<file path="config.mk">
export PLATFORM = sky130hd
export DESIGN_NAME = mcuasd_alu
export DESIGN_NICKNAME = d
export VERILOG_FILES = /design/src/hdl/mcuasd_muldiv.v /design/src/hdl/mcuasd_alu.v
export VERILOG_INCLUDE_DIRS = /design/src /design/src/hdl
export SDC_FILE = /design/constraint.sdc
export NUM_CORES = 1
export LEC_CHECK = 0
export ABC_AREA = 0
export BUFFER_PORTS_ARGS = -buffer_cell sky130_fd_sc_hd__buf_4
export CAP_MARGIN = 20
export CORE_ASPECT_RATIO = 1.4
export CORE_MARGIN = 3
export CORE_UTILIZATION = 40
export DETAILED_ROUTE_END_ITERATION = 16
export PLACE_DENSITY = 0.63
export SYNTH_ARGS = -nofsm -noshare
export SYNTH_HDL_FRONTEND = slang
export SYNTH_SLANG_ARGS = --single-unit
</file>
<file path="constraint.sdc">
create_clock -name clock_i -period 1.7 [get_ports clock_i]
set_input_delay 0.17 -clock clock_i [delete_from_list [all_inputs] [get_ports clock_i]]
set_output_delay 0.17 -clock clock_i [all_outputs]
set_load 0.01 [all_outputs]
</file>
<file path="src/hdl/mcuasd_map.vh">
// register addresses, field positions, reset values and operation codes
// of the core arithmetic/status datapath; included by the alu, the checker and the bench
`ifndef MCUASD_MAP_VH
`define MCUASD_MAP_VH

// special function space addresses
`define MCUASD_PSW_ADDR 8'hd0
`define MCUASD_ACC_ADDR 8'he0
`define MCUASD_AUX_ADDR 8'hf0
// bit-address groups (address bits 7:3)
`define MCUASD_PSW_BGRP 5'h1a
`define MCUASD_ACC_BGRP 5'h1c
`define MCUASD_AUX_BGRP 5'h1e

// reset values
`define MCUASD_PSW_RST 7'h00
`define MCUASD_ACC_RST 8'h00
`define MCUASD_AUX_RST 8'h00

// processor_state_word fields
`define MCUASD_CARRY 7
`define MCUASD_HALF 6
`define MCUASD_UF0 5
`define MCUASD_BSH 4
`define MCUASD_BSL 3
`define MCUASD_WRAP 2
`define MCUASD_UF1 1
`define MCUASD_PAR 0

// byte operations
`define MCUASD_OP_NOP 5'h00
`define MCUASD_OP_ADD 5'h01
`define MCUASD_OP_ADDC 5'h02
`define MCUASD_OP_SUBB 5'h03
`define MCUASD_OP_INC 5'h04
`define MCUASD_OP_DEC 5'h05
`define MCUASD_OP_MUL 5'h06
`define MCUASD_OP_DIV 5'h07
`define MCUASD_OP_DA 5'h08
`define MCUASD_OP_CMP 5'h09
`define MCUASD_OP_AND 5'h0a
`define MCUASD_OP_OR 5'h0b
`define MCUASD_OP_XOR 5'h0c
`define MCUASD_OP_CPL 5'h0d
`define MCUASD_OP_CLR 5'h0e
`define MCUASD_OP_RL 5'h0f
`define MCUASD_OP_RLC 5'h10
`define MCUASD_OP_RR 5'h11
`define MCUASD_OP_RRC 5'h12
`define MCUASD_OP_SWAP 5'h13
`define MCUASD_OP_MOV 5'h14

// bit operations
`define MCUASD_BOP_NONE 4'h0
`define MCUASD_BOP_SET 4'h1
`define MCUASD_BOP_CLR 4'h2
`define MCUASD_BOP_CPL 4'h3
`define MCUASD_BOP_JSET 4'h4
`define MCUASD_BOP_JCLR 4'h5
`define MCUASD_BOP_JSETCLR 4'h6
`define MCUASD_BOP_TOCY 4'h7
`define MCUASD_BOP_FROMCY 4'h8
`define MCUASD_BOP_ANDCY 4'h9
`define MCUASD_BOP_ORCY 4'ha
`define MCUASD_BOP_ANDNCY 4'hb
`define MCUASD_BOP_ORNCY 4'hc

`endif

</file>
<file path="src/hdl/mcuasd_muldiv.v">
// unsigned 8x8 multiply and 8/8 divide for the datapath
// assumes operands are stable flip-flop outputs of the same clock
`timescale 1ns/1ps
`default_nettype none
module mcuasd_muldiv (
  input wire [7:0] dividend_i,
  input wire [7:0] divisor_i,
  output wire [15:0] product_o,
  output wire [7:0] quotient_o,
  output wire [7:0] remainder_o,
  output wire mul_wrap_o,
  output wire div_zero_o
);

  assign product_o = {8'h00, dividend_i} * {8'h00, divisor_i};
  // wrap flag when product needs the high byte
  assign mul_wrap_o = (product_o[15:8] != 8'h00);
  assign div_zero_o = (divisor_i == 8'h00);
  // divide by zero: keep operands, caller leaves acc and aux untouched
  assign quotient_o = div_zero_o ? dividend_i : (dividend_i / divisor_i);
  assign remainder_o = div_zero_o ? divisor_i : (dividend_i % divisor_i);

endmodule // mcuasd_muldiv
`default_nettype wire

</file>
<file path="src/hdl/mcuasd_alu.v">
// arithmetic, logic and bit datapath with accumulator, aux operand and status word
// assumes the decoder issues one operation per cycle and drives the special
// function bus on the same clock; bit reads from outside come from same-clock logic
`timescale 1ns/1ps
`default_nettype none
`include "mcuasd_map.vh"
module mcuasd_alu (
  input wire clock_i,
  input wire arst_n_i,
  input wire alu_go_i,
  input wire [4:0] alu_op_i,
  input wire a_sel_acc_i,
  input wire dst_acc_i,
  input wire [7:0] opnd_a_i,
  input wire [7:0] opnd_b_i,
  input wire bit_go_i,
  input wire [3:0] bit_op_i,
  input wire [7:0] bit_addr_i,
  input wire bit_rdata_i,
  input wire [7:0] sfr_addr_i,
  input wire sfr_we_i,
  input wire [7:0] sfr_wdata_i,
  input wire sfr_re_i,
  output wire [7:0] sfr_rdata_o,
  output wire sfr_hit_o,
  output wire [7:0] acc_o,
  output wire [7:0] aux_o,
  output wire [7:0] psw_o,
  output wire [7:0] result_o,
  output wire branch_o,
  output wire bit_we_o,
  output wire bit_wdata_o,
  output wire [7:0] bit_waddr_o,
  output wire [7:0] bank_base_o
);

  ////////////////////////////////////////////////////////////////////////////
  // reset release
  reg [1:0] rst_sync_q;
  wire rst_n;

  always @(posedge clock_i or negedge arst_n_i)
  begin
    if (!arst_n_i)
      rst_sync_q <= 2'b00;
    else
      rst_sync_q <= {rst_sync_q[0], 1'b1};
  end
  assign rst_n = rst_sync_q[1];

  ////////////////////////////////////////////////////////////////////////////
  // state
  reg [7:0] acc_q, acc_d;
  reg [7:0] aux_q, aux_d;
  reg [7:1] psw_q, psw_d;
  reg [7:0] res_q, res_d;
  reg [7:0] rdata_q, rdata_d;
  reg br_q, br_d;
  reg bwe_q, bwe_d;
  reg bwd_q, bwd_d;
  reg [7:0] bwa_q, bwa_d;
  wire [7:0] psw_v;
  wire [15:0] md_prod;
  wire [7:0] md_quot;
  wire [7:0] md_rem;
  wire md_wrap;
  wire md_zero;

  assign psw_v = {psw_q, ^acc_q};

  mcuasd_muldiv u_muldiv (
    .dividend_i(acc_q),
    .divisor_i(aux_q),
    .product_o(md_prod),
    .quotient_o(md_quot),
    .remainder_o(md_rem),
    .mul_wrap_o(md_wrap),
    .div_zero_o(md_zero)
  );

  ////////////////////////////////////////////////////////////////////////////
  // next-state logic
  reg [7:0] a;
  reg cin;
  reg [8:0] sum9;
  reg [4:0] sum5;
  reg [7:0] sum8;
  reg [8:0] dif9;
  reg [4:0] dif5;
  reg [8:0] da9;
  reg da_c;
  reg [7:0] val;
  reg wr_val;
  reg bv;
  reg bwr;
  reg nb;
  reg bint;

  always @*
  begin
    a = a_sel_acc_i ? acc_q : opnd_a_i;
    cin = 1'b0;
    sum9 = 9'h000;
    sum5 = 5'h00;
    sum8 = 8'h00;
    dif9 = 9'h000;
    dif5 = 5'h00;
    da9 = 9'h000;
    da_c = 1'b0;
    val = 8'h00;
    wr_val = 1'b0;
    bv = 1'b0;
    bwr = 1'b0;
    nb = 1'b0;
    bint = 1'b0;
    acc_d = acc_q;
    aux_d = aux_q;
    psw_d = psw_q;
    res_d = res_q;
    rdata_d = rdata_q;
    br_d = 1'b0;
    bwe_d = 1'b0;
    bwd_d = bwd_q;
    bwa_d = bwa_q;

    // direct-address writes, ops below take priority in a clash
    if (sfr_we_i)
    begin
      if (sfr_addr_i == `MCUASD_ACC_ADDR)
        acc_d = sfr_wdata_i;
      else if (sfr_addr_i == `MCUASD_AUX_ADDR)
        aux_d = sfr_wdata_i;
      else if (sfr_addr_i == `MCUASD_PSW_ADDR)
        psw_d = sfr_wdata_i[7:1];
    end

    if (alu_go_i)
    begin
      cin = ((alu_op_i == `MCUASD_OP_ADDC) || (alu_op_i == `MCUASD_OP_SUBB)) ?
            psw_q[`MCUASD_CARRY] : 1'b0;
      sum9 = {1'b0, a} + {1'b0, opnd_b_i} + {8'h00, cin};
      sum5 = {1'b0, a[3:0]} + {1'b0, opnd_b_i[3:0]} + {4'h0, cin};
      sum8 = {1'b0, a[6:0]} + {1'b0, opnd_b_i[6:0]} + {7'h00, cin};
      dif9 = {1'b0, a} - {1'b0, opnd_b_i} - {8'h00, cin};
      dif5 = {1'b0, a[3:0]} - {1'b0, opnd_b_i[3:0]} - {4'h0, cin};
      case (alu_op_i)
        // add with carry, half carry and wrap
        `MCUASD_OP_ADD, `MCUASD_OP_ADDC:
        begin
          val = sum9[7:0];
          wr_val = 1'b1;
          psw_d[`MCUASD_CARRY] = sum9[8];
          psw_d[`MCUASD_HALF] = sum5[4];
          psw_d[`MCUASD_WRAP] = sum9[8] ^ sum8[7];
        end
        `MCUASD_OP_SUBB:
        begin
          val = dif9[7:0];
          wr_val = 1'b1;
          psw_d[`MCUASD_CARRY] = dif9[8];
          psw_d[`MCUASD_HALF] = dif5[4];
          psw_d[`MCUASD_WRAP] = (a[7] ^ opnd_b_i[7]) & (a[7] ^ dif9[7]);
        end
        // inc and dec leave every flag alone
        `MCUASD_OP_INC:
        begin
          val = a + 8'h01;
          wr_val = 1'b1;
        end
        `MCUASD_OP_DEC:
        begin
          val = a - 8'h01;
          wr_val = 1'b1;
        end
        // product low byte to accumulator, high byte to aux
        `MCUASD_OP_MUL:
        begin
          acc_d = md_prod[7:0];
          aux_d = md_prod[15:8];
          psw_d[`MCUASD_CARRY] = 1'b0;
          psw_d[`MCUASD_WRAP] = md_wrap;
        end
        // quotient to accumulator, remainder to aux
        `MCUASD_OP_DIV:
        begin
          psw_d[`MCUASD_CARRY] = 1'b0;
          psw_d[`MCUASD_WRAP] = md_zero;
          if (!md_zero)
          begin
            acc_d = md_quot;
            aux_d = md_rem;
          end
        end
        // decimal adjust, carry only ever set
        `MCUASD_OP_DA:
        begin
          da9 = {1'b0, acc_q};
          if ((acc_q[3:0] > 4'h9) || psw_q[`MCUASD_HALF])
            da9 = da9 + 9'h006;
          da_c = psw_q[`MCUASD_CARRY] | da9[8];
          if ((da9[7:4] > 4'h9) || da_c)
            da9 = {1'b0, da9[7:0]} + 9'h060;
          acc_d = da9[7:0];
          psw_d[`MCUASD_CARRY] = da_c | da9[8];
        end
        // compare: borrow into carry, branch when unequal
        `MCUASD_OP_CMP:
        begin
          psw_d[`MCUASD_CARRY] = (a < opnd_b_i);
          br_d = (a != opnd_b_i);
        end
        `MCUASD_OP_AND:
        begin
          val = a & opnd_b_i;
          wr_val = 1'b1;
        end
        `MCUASD_OP_OR:
        begin
          val = a | opnd_b_i;
          wr_val = 1'b1;
        end
        `MCUASD_OP_XOR:
        begin
          val = a ^ opnd_b_i;
          wr_val = 1'b1;
        end
        `MCUASD_OP_CPL:
          acc_d = ~acc_q;
        `MCUASD_OP_CLR:
          acc_d = 8'h00;
        `MCUASD_OP_RL:
          acc_d = {acc_q[6:0], acc_q[7]};
        `MCUASD_OP_RR:
          acc_d = {acc_q[0], acc_q[7:1]};
        `MCUASD_OP_RLC:
        begin
          acc_d = {acc_q[6:0], psw_q[`MCUASD_CARRY]};
          psw_d[`MCUASD_CARRY] = acc_q[7];
        end
        `MCUASD_OP_RRC:
        begin
          acc_d = {psw_q[`MCUASD_CARRY], acc_q[7:1]};
          psw_d[`MCUASD_CARRY] = acc_q[0];
        end
        `MCUASD_OP_SWAP:
          acc_d = {acc_q[3:0], acc_q[7:4]};
        `MCUASD_OP_MOV:
        begin
          val = opnd_b_i;
          wr_val = 1'b1;
        end
        default:
          val = 8'h00;
      endcase
      if (wr_val)
      begin
        res_d = val;
        if (dst_acc_i)
          acc_d = val;
      end
    end
    else if (bit_go_i)
    begin
      // bits of own registers are reached by bit address
      bint = 1'b1;
      if (bit_addr_i[7:3] == `MCUASD_PSW_BGRP)
        bv = psw_v[bit_addr_i[2:0]];
      else if (bit_addr_i[7:3] == `MCUASD_ACC_BGRP)
        bv = acc_q[bit_addr_i[2:0]];
      else if (bit_addr_i[7:3] == `MCUASD_AUX_BGRP)
        bv = aux_q[bit_addr_i[2:0]];
      else
      begin
        bv = bit_rdata_i;
        bint = 1'b0;
      end
      case (bit_op_i)
        `MCUASD_BOP_SET:
        begin
          nb = 1'b1;
          bwr = 1'b1;
        end
        `MCUASD_BOP_CLR:
          bwr = 1'b1;
        `MCUASD_BOP_CPL:
        begin
          nb = ~bv;
          bwr = 1'b1;
        end
        `MCUASD_BOP_JSET:
          br_d = bv;
        `MCUASD_BOP_JCLR:
          br_d = ~bv;
        `MCUASD_BOP_JSETCLR:
        begin
          br_d = bv;
          bwr = bv;
        end
        `MCUASD_BOP_TOCY:
          psw_d[`MCUASD_CARRY] = bv;
        `MCUASD_BOP_FROMCY:
        begin
          nb = psw_q[`MCUASD_CARRY];
          bwr = 1'b1;
        end
        `MCUASD_BOP_ANDCY:
          psw_d[`MCUASD_CARRY] = psw_q[`MCUASD_CARRY] & bv;
        `MCUASD_BOP_ORCY:
          psw_d[`MCUASD_CARRY] = psw_q[`MCUASD_CARRY] | bv;
        `MCUASD_BOP_ANDNCY:
          psw_d[`MCUASD_CARRY] = psw_q[`MCUASD_CARRY] & ~bv;
        `MCUASD_BOP_ORNCY:
          psw_d[`MCUASD_CARRY] = psw_q[`MCUASD_CARRY] | ~bv;
        default:
          nb = 1'b0;
      endcase
      if (bwr && bint)
      begin
        // parity is not storable, a write to it is dropped
        if (bit_addr_i[7:3] == `MCUASD_ACC_BGRP)
          acc_d[bit_addr_i[2:0]] = nb;
        else if (bit_addr_i[7:3] == `MCUASD_AUX_BGRP)
          aux_d[bit_addr_i[2:0]] = nb;
        else if (bit_addr_i[2:0] != 3'd`MCUASD_PAR)
          psw_d[bit_addr_i[2:0]] = nb;
      end
      else if (bwr)
      begin
        bwe_d = 1'b1;
        bwd_d = nb;
        bwa_d = bit_addr_i;
      end
    end

    // registered read data, read of parity sees current acc
    if (sfr_re_i)
    begin
      if (sfr_addr_i == `MCUASD_ACC_ADDR)
        rdata_d = acc_q;
      else if (sfr_addr_i == `MCUASD_AUX_ADDR)
        rdata_d = aux_q;
      else if (sfr_addr_i == `MCUASD_PSW_ADDR)
        rdata_d = psw_v;
      else
        rdata_d = 8'h00;
    end
  end

  ////////////////////////////////////////////////////////////////////////////
  // registers
  always @(posedge clock_i or negedge rst_n)
  begin
    if (!rst_n)
    begin
      acc_q <= `MCUASD_ACC_RST;
      aux_q <= `MCUASD_AUX_RST;
      psw_q <= `MCUASD_PSW_RST;
      res_q <= 8'h00;
      rdata_q <= 8'h00;
      br_q <= 1'b0;
      bwe_q <= 1'b0;
      bwd_q <= 1'b0;
      bwa_q <= 8'h00;
    end
    else
    begin
      acc_q <= acc_d;
      aux_q <= aux_d;
      psw_q <= psw_d;
      res_q <= res_d;
      rdata_q <= rdata_d;
      br_q <= br_d;
      bwe_q <= bwe_d;
      bwd_q <= bwd_d;
      bwa_q <= bwa_d;
    end
  end

  ////////////////////////////////////////////////////////////////////////////
  // outputs
  assign sfr_hit_o = (sfr_addr_i == `MCUASD_ACC_ADDR) || (sfr_addr_i == `MCUASD_AUX_ADDR) ||
                     (sfr_addr_i == `MCUASD_PSW_ADDR);
  assign sfr_rdata_o = rdata_q;
  assign acc_o = acc_q;
  assign aux_o = aux_q;
  assign psw_o = psw_v;
  assign result_o = res_q;
  assign branch_o = br_q;
  assign bit_we_o = bwe_q;
  assign bit_wdata_o = bwd_q;
  assign bit_waddr_o = bwa_q;
  assign bank_base_o = {3'b000, psw_q[`MCUASD_BSH], psw_q[`MCUASD_BSL], 3'b000};

endmodule // mcuasd_alu
`default_nettype wire

</file>
Word level (Yosys, flattened, before mapping). Cells that the tools add are included.

Register bits: 52. Bits of input ports: 58. Word-level logic and storage cells: 194.

Add/subtract/negate cells: 14. Multipliers: 1. Div/mod/pow operators: 2. $lt $le $gt $ge: 5. Equality and inequality tests: 39. Muxes and demuxes: 88. Bitwise gates (word level): 17. Reduce and logical (&&, ||, !) cells: 18.

Operators with widths (number): $mux 8 (22); $pmux 8 s10 (1); $pmux 8 s8 (1); $mux 7 (9); $mux 9 (6); $eq 5x4->1 const B (8); $eq 5x5->1 const B (8); $mux 1 (32); $eq 8x8->1 const B (3); $eq 4x4->1 const B (5); $eq 5x3->1 const B (4); $bwmux 8 (2); $eq 4x3->1 const B (4); $mul 8x8->16 (1); $pmux 8 s2 (1); $eq 5x2->1 const B (2); $add 8x3->9 const B (1); $add 8x7->9 const B (1); $add 8x8->9 (1); $add 9x1->9 (1); $bmux 1 s3 (3); $reduce_or 9->1 (1); $sub 8x8->9 (1); $sub 9x1->9 (1); other kinds (45) (65).

Longest topological paths before layout.
Word-level depth: 19. Depth in mapped cells: 53. Depth with buffers taken out: 50.

Hierarchy. From an unflattened synthesis, not the netlist that was laid out.

Cell total of the unflattened synthesis: 1369. Area, all modules: 10822.9 sq um.

Modules (own cells, without submodules): mcuasd_alu (times used 1, cells each 817, area each 6660.1 sq um, seq. area each 1301.2 sq um); mcuasd_muldiv (times used 1, cells each 552, area each 4162.7 sq um, seq. area each 0.0 sq um).

Least setup slack after synthesis. Ideal clock, no wire load.

Path type: register to register. Start point: register aux_q[0], in the netlist aux_o[0]. End point: register acc_q[0], in the netlist acc_o[0]. Setup time: 0.104 ns. Arrival: 11.539 ns. Data required time: 1.596 ns. Path slack: -9.943 ns. Stages on the path, launching flop included: 50. Path buffers: 2. Period minus slack after synthesis: 11.643 ns. Path through: dfrtp_1 inv_1 ha_1 nor2_1 o41a_1 a21o_1 ha_1 o21ai_0 a2111oi_1 nand2_1 and2_1 ha_1 a211o_1 a21oi_1 nor2_1 mux2_2 ha_1 nor2_1 [14 not listed] a41o_1 mux2_2 ha_1 o21ai_0 a22oi_1 a31o_2 a31oi_1 mux2_2 fa_1 nor2b_1 o31a_1 o21ai_0 nand4b_1 and2_1 buf_1 a21oi_1 mux2_2 a221oi_1.

Word-level cells in the longest chain between the ends: 16.

Ends and longest elaborated chain: from (decl) (line mcuasd_alu.v:54) `reg [7:0] aux_q, aux_d;`; from (signal assigned) (line mcuasd_alu.v:356) `` aux_q <= `MCUASD_AUX_RST; ``; from (signal assigned) (line mcuasd_alu.v:368) `aux_q <= aux_d;`; branches (longest 15 deep; another with $div 8x8->8); $mux 8 (*) (line mcuasd_alu.v:137) `if (alu_go_i)`; via acc_d[0] (line mcuasd_alu.v:53) `reg [7:0] acc_q, acc_d;`; to (signal assigned) (line mcuasd_alu.v:355) `` acc_q <= `MCUASD_ACC_RST; ``; to (decl) (line mcuasd_alu.v:53).

Mark *: on every way through the listed nets, which the timed path passes. The select of a mux whose other input is x is not followed. A chain may end at the register's enable or synchronous reset.

Worst setup path in the final report.
Start point: register aux_q[4], in the netlist aux_o[4]. End point: register acc_q[0], in the netlist acc_o[0].

Same word-level chain as after synthesis.

==> out/results.tsv <==
stage	metric	value	unit
status	status	finished with violations	
status	failing checks	negative setup slack	
sta	minimum clock period	10.66	ns
logic_synthesis	synth warn	0	
logic_synthesis	count leader, synth	ha_1	
logic_synthesis	Yosys top cell by area	ha_1	
worst_hold_path	Hold Startpoint	bit_addr_i[3]	
finish	Ant. Diodes	0	
place	post-place instance area	14900	µm²
critical_path	CP Capture Type	flip-flop	
sta	Slew Limit Fails	0	
route	WL/cell	20.8	µm
critical_path	Worst path slowest cell	or4_4	
die	# IOs	118	
critical_path	Setup CP Type	flip-flop to flip-flop	
critical_path	crit path DAT	10.88	ns
clock_tree	Inserted Clock Buffers	5	
die	area of the core	25600	µm²
run	Max Cap Viol	0	
place	port bufs	111	
sta	Slew @ Worst Pin	0.742	ns
finish	area used by multi-input combinational logic	9670	µm²
finish	nets	2043	
logic_synthesis	Yosys cell types	81	
route	DR vias	12284	
clock_tree	clk root buf	clkbuf_16	
critical_path	Crit Path Max Fanout	8	
sta	period utilization	627	%
finish	fin area	16300	µm²
finish	Reg area	1310	µm²
logic_synthesis	Seq/Total Area, Yosys	12.4	%
critical_path	Worst EP required	1.92	ns
logic_synthesis	Mean Syn Cell Area	8.00	µm²
clock_tree	Worst-path clk slew	0.08	ns
sta	worst clock skew	0.00663	ns
critical_path	Worst R2R End	acc_o[0]$_DFF_PN0_	
logic_synthesis	Top FF cell, synth	dfrtp_1	
logic_synthesis	Mapped Area	10500	µm²
die	die height	198	µm
sta	RSZ-0062 raised after global routing	true	
clock_tree	Skew-Pair Late Insertion Delay	0.31	ns
die	placement row count	69	
logic_synthesis	Cells after Synth	1313	
global_routing	largest net degree at the start of global routing	51	
finish	layout cells sized above 1	43.0	%
finish	fin cells	2126	
global_routing	grt total ovfl	0	
route	drt drc	0	
sta	Max transition margin	50.1	%
critical_path	R2R setup slack	-8.96	ns
logic_synthesis	number of synthesized flops with an enable pin	0	
sta	hold_ws	0.0988	ns
critical_path	most used cell, CP	ha_4	
global_routing	vias in the first global route	12565	
finish	area grow syn2layout	55.5	%
route	vias per cell	5.78	
critical_path	Buf/Inv on CP	6	
critical_path	CP peak stage delay	0.56	ns
sta	Setup violations, final	44	
logic_synthesis	ys async rst share	100	%
route	Pre-antenna DRT Iters	6	
logic_synthesis	Post-synth top cells	ha_1 (137), nand2_1 (118), inv_1 (108)	
critical_path	CP delay by family, top	compound AO/OA/AOI/OAI gates	
critical_path	crit path launch type	flip-flop	
clock_tree	Clock Tree Buf Depth	2	
sta	Final WS setup	-8.96	ns
critical_path	R2R cell count	49	
route	post-route ant nets	0	
logic_synthesis	Synth Register Bits	52	
global_routing	gr usage total	30.0	%
place	final RePlAce weighted congestion	0.999	
logic_synthesis	top post-synthesis cells by area	ha_1 (16%), dfrtp_1 (12%), fa_1 (8.0%)	
sta	Max Freq	0.0938	GHz
route	Routed Wire Length	44.2	mm
worst_hold_path	Hold Crit Depth	2	
place	dpl cells	2081	
clock_tree	# H-tree levels	2	
die	die width	143	µm
place	DP Wirelength	34.6	mm
worst_hold_path	Hold WC Path Type	primary input to flip-flop	
clock_tree	CTS Sinks	52	
logic_synthesis	Synth top area share	16.3	%
finish	post-layout util	63.7	%
finish	filler instances	2199	
global_routing	first-pass GRT wire length	66.8	mm
die	full die area	28300	µm²
critical_path	R2R Path Start	aux_o[4]$_DFF_PN0_	
worst_hold_path	Min-Delay Endpoint	bit_waddr_o[3]$_DFFE_PN0P_	
sta	Hold Violations, Final	0	
die	Starting Density	41.0	%
global_routing	initial antenna violation count	0	
clock_tree	CTS tree	built	
route	initial drt markers	821	
-- flip-flops by register name, indices dropped and copies added (netlist names) --
signal and cells:
acc_o 8, aux_o 8, bit_waddr_o 8, bit_wdata_o 1
bit_we_o 1, branch_o 1, psw_q 7, result_o 8
rst_sync_q 2, sfr_rdata_o 8
-- cell families (layout without fill, tap and decap cells) --
group	Yosys count	in the layout	synth area share (%)
mux	98	98	10.4
other cells	2	7	0.0715
fa+ha+maj	179	179	24.3
flops	52	52	12.4
xor+xnor	55	55	4.59
simple gates	409	410	19.2
compound gates	331	331	22.1
buf+inv	187	675	6.99
-- cell usage in the layout (no fill, tap or decap), types with 35 or more instances in the layout --
cell type / instances
o21ai_0: 35
inv_1: 103
fa_1: 37
nand2_1: 114
mux2i_1: 50
dfrtp_1: 46
buf_4: 516
a21oi_1: 46
ha_1: 109
nor2_1: 79
-- repair_timing --
item / CTS / global route
setup buffers: 25 / 11
pin swaps: 41 / 65
resized for setup: 128 / 83
hold buffers: 1 / 0
setup endpoints to repair: 44 / 44
cloned: 1 / 0
hold endpoints to repair: 2 / 0
-- area by class of cell --
cell class | instances | share of cell area, %
well taps | 319 | 2.44
repair buffers | 554 | 26.7
multi-input cells | 1080 | 59.2
clock inverters | 3 | 0.153
inverters | 113 | 2.67
flip-flops and latches | 52 | 8.01
clock buffers | 5 | 0.766
-- through the flow --
step,setup slack (ns),setup TNS (ns)
after CTS,-8.70,-143.69
after detailed placement,-8.90,-156.29
after global routing,-9.35,-154.96
after floorplan,-8.76,-136.56
after global placement,-8.68,-152.66
final,-8.96,-148.39
-- worst max-delay path by stage --
stage / endpoint / cells past startpoint / slack (ns) / from
floorplan: acc_o[0]$_DFF_PN0_ / 49 / -8.76 / aux_o[4]$_DFF_PN0_
global placement: acc_o[0]$_DFF_PN0_ / 45 / -8.68 / aux_o[4]$_DFF_PN0_
detailed placement: acc_o[0]$_DFF_PN0_ / 45 / -8.90 / aux_o[4]$_DFF_PN0_
CTS: aux_o[1]$_DFF_PN0_ / 48 / -8.70 / aux_o[4]$_DFF_PN0_
global route: acc_o[0]$_DFF_PN0_ / 47 / -9.35 / aux_o[4]$_DFF_PN0_
finish: acc_o[0]$_DFF_PN0_ / 49 / -8.96 / aux_o[4]$_DFF_PN0_
-- routing by layer --
layer	share of wire (%)	vias to the layer above	track usage, %
met5	0	-	0
met4	6.5	0	17.0
met3	5.5	153	3.00
met2	51	461	54.3
met1	37	5952	33.9
li1	-	5718	-
Power is not shown: default switching activity piles up to over one toggle a cycle in this logic, so the estimate is an artifact.
